--- src/core/lane_sync_pkg.sv ---
// constants shared by the lane status block and its lane tracker
package lane_sync_pkg;

  // lane geometry
  localparam int lane_count_param = 4;
  localparam int cnt_w            = 3;
  localparam int map_w            = 2;
  localparam int cfg_w            = 16;

  // word lock hunt and loss thresholds, in received words
  localparam logic [6:0] good_hdrs_to_lock  = 7'h3f;
  localparam logic [6:0] loss_window_last   = 7'h3f;
  localparam logic [4:0] bad_hdrs_to_lose   = 5'h0f;

  // sync header error report cadence, in pclk cycles, and error count saturation value
  localparam logic [2:0] report_period_last = 3'h6;
  localparam logic [2:0] err_count_max      = 3'h7;

  // apb register byte offsets
  localparam logic [7:0] ctrl_off     = 8'h00;
  localparam logic [7:0] interval_off = 8'h04;
  localparam logic [7:0] status_off   = 8'h08;
  localparam logic [7:0] map_off      = 8'h0c;
  localparam logic [7:0] int_stat_off = 8'h10;
  localparam logic [7:0] int_mask_off = 8'h14;

  // values after reset
  localparam logic              ctrl_enable_rst = 1'b1;
  localparam logic [cfg_w-1:0]  interval_rst    = 16'h3fff;
  localparam logic [7:0]        int_mask_rst    = 8'h00;

  // field positions
  localparam int st_synced_lsb  = 0;
  localparam int st_syncerr_lsb = 4;
  localparam int st_demux_lsb   = 8;
  localparam int st_spacing_lsb = 12;
  localparam int int_loss_lsb   = 0;
  localparam int int_space_lsb  = 4;

endpackage

--- src/core/lane_tracker.sv ---
// per-lane word lock, marker and sync header error tracking
`timescale 1ns/1ps
module lane_tracker (
  // clock and reset
  input  wire logic                                pclk,
  input  wire logic                                presetn,
  // control
  input  wire logic                                enable,
  input  wire logic                                report_tick,
  input  wire logic [lane_sync_pkg::cfg_w-1:0]     interval_cfg,
  // received word indications
  input  wire logic                                word_valid,
  input  wire logic                                hdr_bad,
  input  wire logic                                marker_seen,
  input  wire logic [lane_sync_pkg::map_w-1:0]     marker_id,
  // lane status
  output logic                                     synced,
  output logic                                     sync_err,
  output logic                                     demux_found,
  output logic [lane_sync_pkg::map_w-1:0]          lane_map,
  output logic                                     spacing_error,
  output logic [lane_sync_pkg::cnt_w-1:0]          err_count,
  output logic                                     err_valid
);

  typedef struct packed {
    logic                             locked;
    logic [6:0]                       good_cnt;
    logic [6:0]                       win_cnt;
    logic [4:0]                       bad_cnt;
    logic                             lost;
    logic                             marker_rcvd;
    logic                             demux;
    logic [lane_sync_pkg::map_w-1:0]  map;
    logic [lane_sync_pkg::cfg_w-1:0]  space_cnt;
    logic                             space_err;
    logic                             no_marker;
    logic [lane_sync_pkg::cnt_w-1:0]  acc;
    logic [lane_sync_pkg::cnt_w-1:0]  count;
    logic                             valid;
  } lane_s;

  lane_s s;
  lane_s next_s;

  // saturating add keeps a burst from wrapping the report to a small value
  function automatic logic [lane_sync_pkg::cnt_w-1:0] sat_inc(
    input logic [lane_sync_pkg::cnt_w-1:0] v);
    sat_inc = (v == lane_sync_pkg::err_count_max) ? v : v + 1'b1;
  endfunction

  // next state of the whole lane
  always_comb begin
    next_s       = s;
    next_s.valid = 1'b0;
    next_s.count = '0;
    // errors are banked and reported as increments once per tick
    if (report_tick) begin
      next_s.valid = (s.acc != '0);
      next_s.count = s.acc;
      next_s.acc   = {2'b00, word_valid & hdr_bad};
    end else if (word_valid && hdr_bad) begin
      next_s.acc = sat_inc(s.acc);
    end
    if (word_valid && !s.locked) begin
      // hunt: a run of good headers gains word lock
      next_s.good_cnt = hdr_bad ? 7'h00 : s.good_cnt + 7'h01;
      if (!hdr_bad && s.good_cnt == lane_sync_pkg::good_hdrs_to_lock) begin
        next_s.locked    = 1'b1;
        next_s.lost      = 1'b0;
        next_s.win_cnt   = '0;
        next_s.bad_cnt   = '0;
        next_s.space_cnt = '0;
        next_s.no_marker = 1'b0;
      end
    end else if (word_valid) begin
      next_s.win_cnt = s.win_cnt + 7'h01;
      if (hdr_bad) begin
        next_s.bad_cnt = s.bad_cnt + 5'h01;
      end
      if (s.win_cnt == lane_sync_pkg::loss_window_last) begin
        next_s.win_cnt = '0;
        next_s.bad_cnt = '0;
      end
      // markers: count words between them and check the spacing
      if (marker_seen) begin
        next_s.marker_rcvd = 1'b1;
        next_s.demux       = 1'b1;
        next_s.map         = marker_id;
        next_s.no_marker   = 1'b0;
        next_s.space_cnt   = '0;
        if (s.marker_rcvd) begin
          next_s.space_err = (s.space_cnt != interval_cfg);
        end
      end else begin
        if (s.space_cnt != '1) begin
          next_s.space_cnt = s.space_cnt + 1'b1;
        end
        if (s.space_cnt == interval_cfg) begin
          // expected marker slot passed empty
          if (s.marker_rcvd) begin
            next_s.space_err = 1'b1;
          end else begin
            next_s.no_marker = 1'b1;
          end
        end
      end
      // too many bad headers in one window drops word lock
      if (hdr_bad && s.bad_cnt == lane_sync_pkg::bad_hdrs_to_lose) begin
        next_s.locked      = 1'b0;
        next_s.lost        = 1'b1;
        next_s.good_cnt    = '0;
        next_s.marker_rcvd = 1'b0;
        next_s.demux       = 1'b0;
        next_s.map         = '0;
        next_s.space_err   = 1'b0;
        next_s.no_marker   = 1'b0;
      end
    end
    // disabled receive path holds everything cleared
    if (!enable) begin
      next_s = '0;
    end
  end

  // state register
  always_ff @(posedge pclk or negedge presetn) begin
    if (!presetn) begin
      s <= '0;
    end else begin
      s <= next_s;
    end
  end

  // outputs straight from state flops
  assign synced        = s.locked & s.marker_rcvd;
  assign sync_err      = s.lost | s.no_marker;
  assign demux_found   = s.demux;
  assign lane_map      = s.map;
  assign spacing_error = s.space_err;
  assign err_count     = s.count;
  assign err_valid     = s.valid;
endmodule

--- src/core/rx_pcs_lane_sync_status.sv ---
// receive pcs lane status block with apb registers and interrupt
//
// Decided for this implementation: the address map and the APB register port.
`timescale 1ns/1ps
module rx_pcs_lane_sync_status (
  // clock and reset
  input  wire logic         pclk,
  input  wire logic         presetn,
  // apb slave
  input  wire logic         psel,
  input  wire logic         penable,
  input  wire logic         pwrite,
  input  wire logic [7:0]   paddr,
  input  wire logic [31:0]  pwdata,
  input  wire logic [3:0]   pstrb,
  output logic              pready,
  output logic [31:0]       prdata,
  output logic              pslverr,
  // interrupt
  output logic              irq,
  // per-lane received word indications, same clock
  input  wire logic [3:0]   word_valid,
  input  wire logic [3:0]   hdr_bad,
  input  wire logic [3:0]   marker_seen,
  input  wire logic [7:0]   marker_id,
  // sync header error increments
  output logic [11:0]       sh_err_count,
  output logic [3:0]        sh_err_valid,
  // lane status levels
  output logic [3:0]        lane_synced,
  output logic [3:0]        lane_sync_error,
  output logic [3:0]        lane_marker_demux_found,
  output logic [7:0]        pcs_to_physical_lane_map,
  output logic [3:0]        lane_marker_spacing_error
);

  typedef struct packed {
    logic                             enable;
    logic [lane_sync_pkg::cfg_w-1:0]  interval;
    logic [7:0]                       int_stat;
    logic [7:0]                       int_mask;
    logic                             irq;
    logic [31:0]                      rdata;
    logic                             slverr;
    logic [2:0]                       div;
    logic                             tick;
    logic [3:0]                       prev_err;
    logic [3:0]                       prev_space;
  } top_s;

  top_s s;
  top_s next_s;

  logic [7:0]  events;
  logic [7:0]  w1c;
  logic        wr_en;
  logic        setup;

  // an address is mapped if it names one of the six words
  function automatic logic addr_hit(input logic [7:0] a);
    addr_hit = (a == lane_sync_pkg::ctrl_off)
            || (a == lane_sync_pkg::interval_off)
            || (a == lane_sync_pkg::status_off)
            || (a == lane_sync_pkg::map_off)
            || (a == lane_sync_pkg::int_stat_off)
            || (a == lane_sync_pkg::int_mask_off);
  endfunction

  // read mux, evaluated in the setup phase
  function automatic logic [31:0] read_word(input logic [7:0] a,
                                            input top_s r);
    read_word = 32'h0000_0000;
    case (a)
      lane_sync_pkg::ctrl_off:     read_word[0] = r.enable;
      lane_sync_pkg::interval_off: read_word[15:0] = r.interval;
      lane_sync_pkg::status_off: begin
        read_word[lane_sync_pkg::st_synced_lsb +: 4]  = lane_synced;
        read_word[lane_sync_pkg::st_syncerr_lsb +: 4] = lane_sync_error;
        read_word[lane_sync_pkg::st_demux_lsb +: 4]   =
          lane_marker_demux_found;
        read_word[lane_sync_pkg::st_spacing_lsb +: 4] =
          lane_marker_spacing_error;
      end
      lane_sync_pkg::map_off:      read_word[7:0] = pcs_to_physical_lane_map;
      lane_sync_pkg::int_stat_off: read_word[7:0] = r.int_stat;
      lane_sync_pkg::int_mask_off: read_word[7:0] = r.int_mask;
      default:                     read_word = 32'h0000_0000;
    endcase
  endfunction

  // zero wait state slave: data is prepared during setup
  assign pready = 1'b1;
  assign setup  = psel & ~penable;
  assign wr_en  = psel & penable & pwrite & addr_hit(paddr);

  // interrupt events: onset of lane sync error (lock loss or missing marker) and of marker spacing error
  assign events[lane_sync_pkg::int_loss_lsb +: 4]  =
    lane_sync_error & ~s.prev_err;
  assign events[lane_sync_pkg::int_space_lsb +: 4] =
    lane_marker_spacing_error & ~s.prev_space;
  assign w1c = (wr_en && paddr == lane_sync_pkg::int_stat_off && pstrb[0])
             ? pwdata[7:0] : 8'h00;

  // next state of registers, divider and interrupt
  always_comb begin
    next_s            = s;
    next_s.prev_err   = lane_sync_error;
    next_s.prev_space = lane_marker_spacing_error;
    // report cadence divider, cleared to zero while the lanes are disabled
    next_s.tick = 1'b0;
    if (!s.enable || s.div == lane_sync_pkg::report_period_last) begin
      next_s.div  = '0;
      next_s.tick = s.enable;
    end else begin
      next_s.div = s.div + 3'h1;
    end
    if (setup) begin
      next_s.rdata  = pwrite ? 32'h0000_0000 : read_word(paddr, s);
      next_s.slverr = ~addr_hit(paddr);
    end
    if (wr_en) begin
      case (paddr)
        lane_sync_pkg::ctrl_off: begin
          if (pstrb[0]) begin
            next_s.enable = pwdata[0];
          end
        end
        lane_sync_pkg::interval_off: begin
          if (pstrb[0]) begin
            next_s.interval[7:0] = pwdata[7:0];
          end
          if (pstrb[1]) begin
            next_s.interval[15:8] = pwdata[15:8];
          end
        end
        lane_sync_pkg::int_mask_off: begin
          if (pstrb[0]) begin
            next_s.int_mask = pwdata[7:0];
          end
        end
        default: begin
          next_s.enable = s.enable;
        end
      endcase
    end
    // an event in the clearing cycle survives: set beats clear
    next_s.int_stat = (s.int_stat & ~w1c) | events;
    next_s.irq      = |(next_s.int_stat & next_s.int_mask);
  end

  // state register
  always_ff @(posedge pclk or negedge presetn) begin
    if (!presetn) begin
      s          <= '0;
      s.enable   <= lane_sync_pkg::ctrl_enable_rst;
      s.interval <= lane_sync_pkg::interval_rst;
      s.int_mask <= lane_sync_pkg::int_mask_rst;
    end else begin
      s <= next_s;
    end
  end

  assign prdata  = s.rdata;
  assign pslverr = s.slverr & psel & penable;
  assign irq     = s.irq;

  // one tracker per pcs lane
  for (genvar i = 0; i < lane_sync_pkg::lane_count_param; i++) begin : g_lane
    lane_tracker u_lane (
      .pclk          (pclk),
      .presetn       (presetn),
      .enable        (s.enable),
      .report_tick   (s.tick),
      .interval_cfg  (s.interval),
      .word_valid    (word_valid[i]),
      .hdr_bad       (hdr_bad[i]),
      .marker_seen   (marker_seen[i]),
      .marker_id     (marker_id[2*i +: 2]),
      .synced        (lane_synced[i]),
      .sync_err      (lane_sync_error[i]),
      .demux_found   (lane_marker_demux_found[i]),
      .lane_map      (pcs_to_physical_lane_map[2*i +: 2]),
      .spacing_error (lane_marker_spacing_error[i]),
      .err_count     (sh_err_count[3*i +: 3]),
      .err_valid     (sh_err_valid[i])
    );
  end
endmodule

--- config.mk ---
export PLATFORM = sky130hd
export DESIGN_NAME = rx_pcs_lane_sync_status
export DESIGN_NICKNAME = d
export VERILOG_FILES = /design/src/core/lane_sync_pkg.sv /design/src/core/lane_tracker.sv /design/src/core/rx_pcs_lane_sync_status.sv
export SDC_FILE = /design/constraint.sdc
export NUM_CORES = 1
export LEC_CHECK = 0
export BUFFER_PORTS_ARGS = -buffer_cell sky130_fd_sc_hd__buf_2
export CORE_UTILIZATION = 50
export CTS_BUF_LIST = sky130_fd_sc_hd__clkbuf_8
export DETAILED_ROUTE_END_ITERATION = 8
export GPL_ROUTABILITY_DRIVEN = 0
export GPL_TIMING_DRIVEN = 0
export PLACE_DENSITY_LB_ADDON = 0.15
export SLEW_MARGIN = 10
export SYNTH_ARGS = -nofsm -noshare
export SYNTH_HDL_FRONTEND = slang
export SYNTH_SLANG_ARGS = --single-unit
--- constraint.sdc ---
create_clock -name pclk -period 2.85 [get_ports pclk]
set_clock_uncertainty 0.1 [all_clocks]
set_input_delay 0.57 -clock pclk [delete_from_list [all_inputs] [get_ports pclk]]
set_output_delay 0.57 -clock pclk [all_outputs]
set_load 0.03 [all_outputs]
After elaboration in Yosys (flattened, before gate mapping)
Index checks and enable logic that the tools add are counted.
Widths: inputs -> output; s select.
{ "totals": {"reg_bits": 279, "input_bits": 69, "wordCells": 407, "output_inout_bits": 75} }
{ "classes": {"n_addsub": 21, "n_reduce_logical": 78, "n_bitwise": 28, "n_mux": 122, "eq_ne": 90} }
{ "ops": {"columns": ["op", "n"], "rows": [
  ["$mux 16", 13],
  ["$mux 50", 4],
  ["$mux 43", 4],
  ["$mux 21", 4],
  ["$mux 18", 4],
  ["$add 16x1->16 const B", 4],
  ["$eq 16x16->1", 4],
  ["$mux 8", 8],
  ["$ne 16x16->1", 4],
  ["$ne 16x16->1 const B", 4],
  ["$reduce_and 3->1", 19],
  ["$add 7x1->7 const B", 8],
  ["$eq 7x6->1 const B", 8],
  ["$mux 13", 4],
  ["$mux 12", 4],
  ["$mux 4", 12],
  ["$ne 4x2->1 const B", 12],
  ["$mux 5", 8],
  ["$mux 3", 13],
  ["$ne 3x2->1 const B", 12],
  ["$pmux 7 s5", 1],
  ["$reduce_and 4->1", 8],
  ["$mux 1", 29],
  ["$mux 7", 4],
  ["30 further kinds", 144]
]} }

Depth between registers and ports, before layout
{ "logic_depth": {"word_depth": 15, "depth_mapped": 9, "ltp_nobuf": 9} }

Cells and area by module
Synthesis repeated with hierarchy kept, for this count alone.
{ "unflattened": {"hier_cells": 1522, "hier_area_um2": 14560.2} }
{ "modules_own_cells": {"columns": ["mod", "area_per_inst_um2", "instances", "cells_each", "seq_area_each_um2"], "rows": [
  ["lane_tracker at g_lane[2].u_lane ...", 2864.0, 2, 307, 1226.2],
  ["lane_tracker at g_lane[0].u_lane ...", 2832.7, 2, 311, 1226.2],
  ["rx_pcs_lane_sync_status", 3166.8, 1, 286, 1595.3]
]} }

Worst setup path before layout
Ideal clock, no wire load.
{ "synth_timing": {"path_type": "input-to-reg", "from": "in paddr[3]", "to": "reg s[76] (netlist name)", "setup_ns": 0.125, "path_slack_ns": 0.446, "arrival_ns": 2.179, "t_required_ns": 2.625, "cell_stages": 6, "n_path_buf": 1, "cell_sequence": "nor4_4 nand2_1 nor3b_4 and3_1 buf_4 mux2_2"} }
{ "synth_via": {"elab_chain_len": 8, "elab_cells_between_ends": 13, "cone_classes": "5 x eq/ne; 1 x bitwise; 7 x reduce/logical"} }
{ "synth_lines": {"columns": ["element", "line", "rtl"], "rows": [
  ["start: declaration", "rx_pcs_lane_sync_status.sv:13", "input wire logic [7:0] paddr,"],
  ["$eq 8x3->1 / $logic_not 8->1 (equally long branches)", "rx_pcs_lane_sync_status.sv:62, rx_pcs_lane_sync_status.sv:122, rx_pcs_lane_sync_status.sv:61", null],
  ["$logic_or 1x1->1", "rx_pcs_lane_sync_status.sv:62", "|| (a == lane_sync_pkg::interval_off)"],
  ["$logic_or 1x1->1", "rx_pcs_lane_sync_status.sv:63", "|| (a == lane_sync_pkg::status_off)"],
  ["$logic_or 1x1->1", "rx_pcs_lane_sync_status.sv:64", "|| (a == lane_sync_pkg::map_off)"],
  ["$logic_or 1x1->1", "rx_pcs_lane_sync_status.sv:65", "|| (a == lane_sync_pkg::int_stat_off)"],
  ["$logic_or 1x1->1", "rx_pcs_lane_sync_status.sv:66", "|| (a == lane_sync_pkg::int_mask_off);"],
  ["$and 1x1->1", "rx_pcs_lane_sync_status.sv:94", "assign wr_en = psel & penable & pwrite & addr_hit(paddr);"],
  ["$reduce_and 3->1 (no source line) *", null, null],
  ["end signal: assignment", "rx_pcs_lane_sync_status.sv:159", "s <= next_s;"],
  ["end: declaration", "rx_pcs_lane_sync_status.sv:51", "top_s s;"]
]} }
Every way passes the cells marked *; elsewhere a longest branch is shown, timed or not.
A chain may end at the register's enable or synchronous reset.

Worst setup path after layout
{ "layout_timing": {"from": "reg, netlist name s[78]", "to": "reg g_lane[1].u_lane.s[36] (netlist name)"} }
{ "layout_via": {"elab_chain_len": 2, "elab_cells_between_ends": 4, "cone_classes": "2 x eq/ne; 1 x mux; 1 x reduce/logical"} }
{ "layout_lines": {"columns": ["element", "line", "rtl"], "rows": [
  ["$ne 3x3->1 (no source line) / $ne 3x2->1 (equally long branches)", null, null],
  ["$reduce_and 2->1 (no source line)", null, null],
  ["end signal: assignment", "lane_tracker.sv:131", "s <= next_s;"],
  ["end: declaration", "lane_tracker.sv:43", "lane_s s;"]
]} }
Several ways; a longest one is shown, not always the timed one.

==> results by group <==
Logic synthesis
  • Top post-synthesis cells by area: dfrtp_1, o21ai_0, nand2_1
  • Mean Syn Cell Area: 9.279 µm²
  • Post-Syn Area: 14230 µm²
  • Synth warnings: 0
  • Primary FF master, synth: dfrtp_1
  • Asr flop ratio synth: 100.0%
  • Cells after Synth: 1534
  • Largest area contributor in the netlist: dfrtp_1
  • Sequential fraction of the synthesis area: 45.67%
  • Post-synth EDFFs: 0
  • Synthesized flop and latch total: 259
  • Share of the synthesized area in the top cell type: 42.90%
  • Synth cell types: 74

Power and ir drop
  • Peak supply drop: 0.3909 mV
  • Pwr Density: 480.9 nW/µm²
  • LEAKAGE: 7.685 nW

Setup path
  • Worst setup SP type: register
  • CP max-delay cell: dfstp_2
  • Crit-path max FO: 10
  • R2R Setup Slk: 0.1 ns
  • Crit Reg-Reg Endpoint: g_lane[1].u_lane.s[36]
  • CP Capture Type: register
  • Crit path DAT: 3.12 ns
  • CP Class: reg2reg
  • Max incr delay on CP: 0.64 ns
  • Worst path most repeated cell: clkbuf_4
  • FF-to-FF Start: s[78]
  • Worst-case reg-to-reg path depth: 6
  • WP data required: 3.22 ns
  • CP cell instances: buf_2 > clkbuf_4 > clkdlybuf4s15_2 > clkbuf_4 > nand3_1 > o21ai_0

Die
  • Horiz. Die Dim: 170.7 µm
  • I/O Pins: 144
  • Full die area: 29150 µm²
  • Initial core utilization: 51.09%
  • Cell row count: 61
  • Core Region: 27860 µm²
  • Die height: 170.7 µm

Clock tree
  • Clk sinks: 259
  • Reg clk slew, reported paths: 0.06 ns
  • CTS tree: built
  • # H-tree levels: 2
  • Clk Latency, worst-skew pair: 0.55 ns
  • CTS buffer count: 46
  • Clock Root Buffer: clkbuf_8
  • CTS max path bufs: 3
  • Postcts setup bufs: 0

Global routing
  • Pin count of the biggest net entering global routing: 109
  • Global-route wire length before repair: 60.44 mm
  • Initial antenna violation count: 4
  • Number of global-route vias before repair: 11.19k
  • Gr ovfl total: 0
  • Gr usage total: 26.54%

Final layout
  • Most frequent cells in the layout: dfrtp_1, nand2_1, o21ai_0
  • Cell Count, Final, Fillers Out: 2124
  • Final Instance Area: 16460 µm²
  • Commonest non-fill, non-tap cell in the layout: dfrtp_1
  • Share of cells above drive strength 1: 19.90%
  • # nets final: 1810
  • Area grow syn2layout: 15.66%

Placed design
  • DPL Wire Length: 27.25 mm
  • Post-DP Area: 15360 µm²
  • Port bufs: 107
  • Worst slack, placed: -0.9679 ns
  • Placed Cells: 2036

Worst hold path
  • Min-delay src: marker_id[7]
  • Hold WC Path Type: in2reg
  • Hold EP: g_lane[3].u_lane.lane_map[1]
  • Hold depth: 2

Detailed routing
  • Number of remaining DRC errors: 0
  • DR vias: 11.87k
  • 1st-iter DRT viols: 1164
  • WL/cell: 17.87 µm
  • First-pass DRT Iterations: 5
  • Detail Route Antenna Nets: 0
  • Final WL: 37.95 mm
  • Via density: 5.588

STA
  • Fin. Hold Viols: 0
  • Max frequency: 363.3 MHz
  • # setup viols final: 0
  • Crit path time final: 2.753 ns
  • RSZ-0062 raised after global routing: false
  • Slew Limit Fails: 0
  • Slew headroom: 42.65%
  • Worst Hold Margin: 0.1357 ns
  • Setup TNS: 0 ns
  • Setup ws final: 0.09720 ns
  • Tcrit/Tclk final: 96.59%
  • Worst-margin pin slew: 0.8603 ns

Job
  • Max Cap Viol: 0

Status
  • Outcome: finished clean
## registers in the layout, summed over array words and instances, names as in the netlist
signal	flops
g_lane.u_lane.err_count	12
g_lane.u_lane.lane_map	8
s	46
g_lane.u_lane.err_valid	4
prdata	16
g_lane.u_lane.s	164
g_lane.u_lane.spacing_error	4
irq	1
g_lane.u_lane.demux_found	4
## worst max path at each step
stage	from	endpoint	slack, ns
after floorplan	paddr[3]	s[76]	0.45
after global placement	presetn	g_lane[1].u_lane.s[30]	-3.70
after detailed placement	s[78]	g_lane[2].u_lane.spacing_error	-0.97
after CTS	s[78]	g_lane[1].u_lane.s[36]	0.09
after global routing	s[78]	g_lane[1].u_lane.s[22]	0.002
final	s[78]	g_lane[1].u_lane.s[36]	0.1
## worst max-delay path, delay by kind of cell (launching register included)
family,cells,cell delay [ns]
simple gates,1,0.10
buf+inv,4,1.66
compound gates,1,0.16
flops,1,0.64
## final cells by class
class | count | area [µm²]
Buffer | 142 | 849.6
Fill cell | 2452 | 11400
Sequential cell | 259 | 6500
Clock buffer | 58 | 798.3
Timing Repair Buffer | 110 | 610.6
Clock inverter | 27 | 245.2
Inverter | 37 | 138.9
Antenna cell | 2 | 5.005
Multi-Input combinational cell | 1111 | 6842
Tap cell | 378 | 473.0
## what timing repair did
item	in CTS	in global routing
setup endpoints to repair	61	18
gates cloned	0	0
endpoints found under the hold margin	54	0
gates resized for setup	7	5
pin swaps	0	0
hold buffers	1	0
## kinds of logic after synthesis
group,Yosys count,share of synthesized area (%)
and+or+nand+nor,578,20.41
muxes,40,3.165
buffers and inverters,179,6.830
xor gates and xnor gates,91,5.599
other,2,0.05276
adders and majority gates,34,2.989
DFF,259,45.67
AOI/OAI and AO/OA,351,15.29
## synth_stat cells (all sizes together), types with 34 or more instances
| cell | count |
|---|---|
| and3 | 34 |
| xnor2 | 49 |
| ha | 34 |
| xor2 | 42 |
| o21ai | 163 |
| nand2 | 173 |
| buf | 90 |
| inv | 37 |
| nor2 | 126 |
| nand3 | 58 |
| nand4 | 35 |
| a21oi | 51 |
| dfrtp | 244 |
| clkbuf | 52 |
## metrics by stage
| step | utilization [%] | total power, mW |
|---|---|---|
| after CTS | 59.01 | 7.988 |
| after detailed placement | 55.15 | 4.118 |
| final | 59.09 | 7.917 |
| after global routing | 59.08 | 8.179 |
| after floorplan | - | 3.932 |
| after global placement | 54.92 | 4.104 |
## where the power goes
group	total [mW]	internal, mW	switching, mW
Clock	3.86	2.29	1.58
Sequential	3.70	3.69	0.00756
Combinational	0.351	0.106	0.246
Total	7.92	6.09	1.83
## routing by layer
layer | routed length (µm) | vias to the layer above | global-route usage, %
met1 | 17150 | 5702 | 37.06
met4 | 1064 | 2 | 8.696
met3 | 2213 | 73 | 4.048
met5 | 13 | - | 0
li1 | - | 5718 | -
met2 | 17510 | 373 | 42.25
No activity file was read; power rests on OpenSTA's default activity.
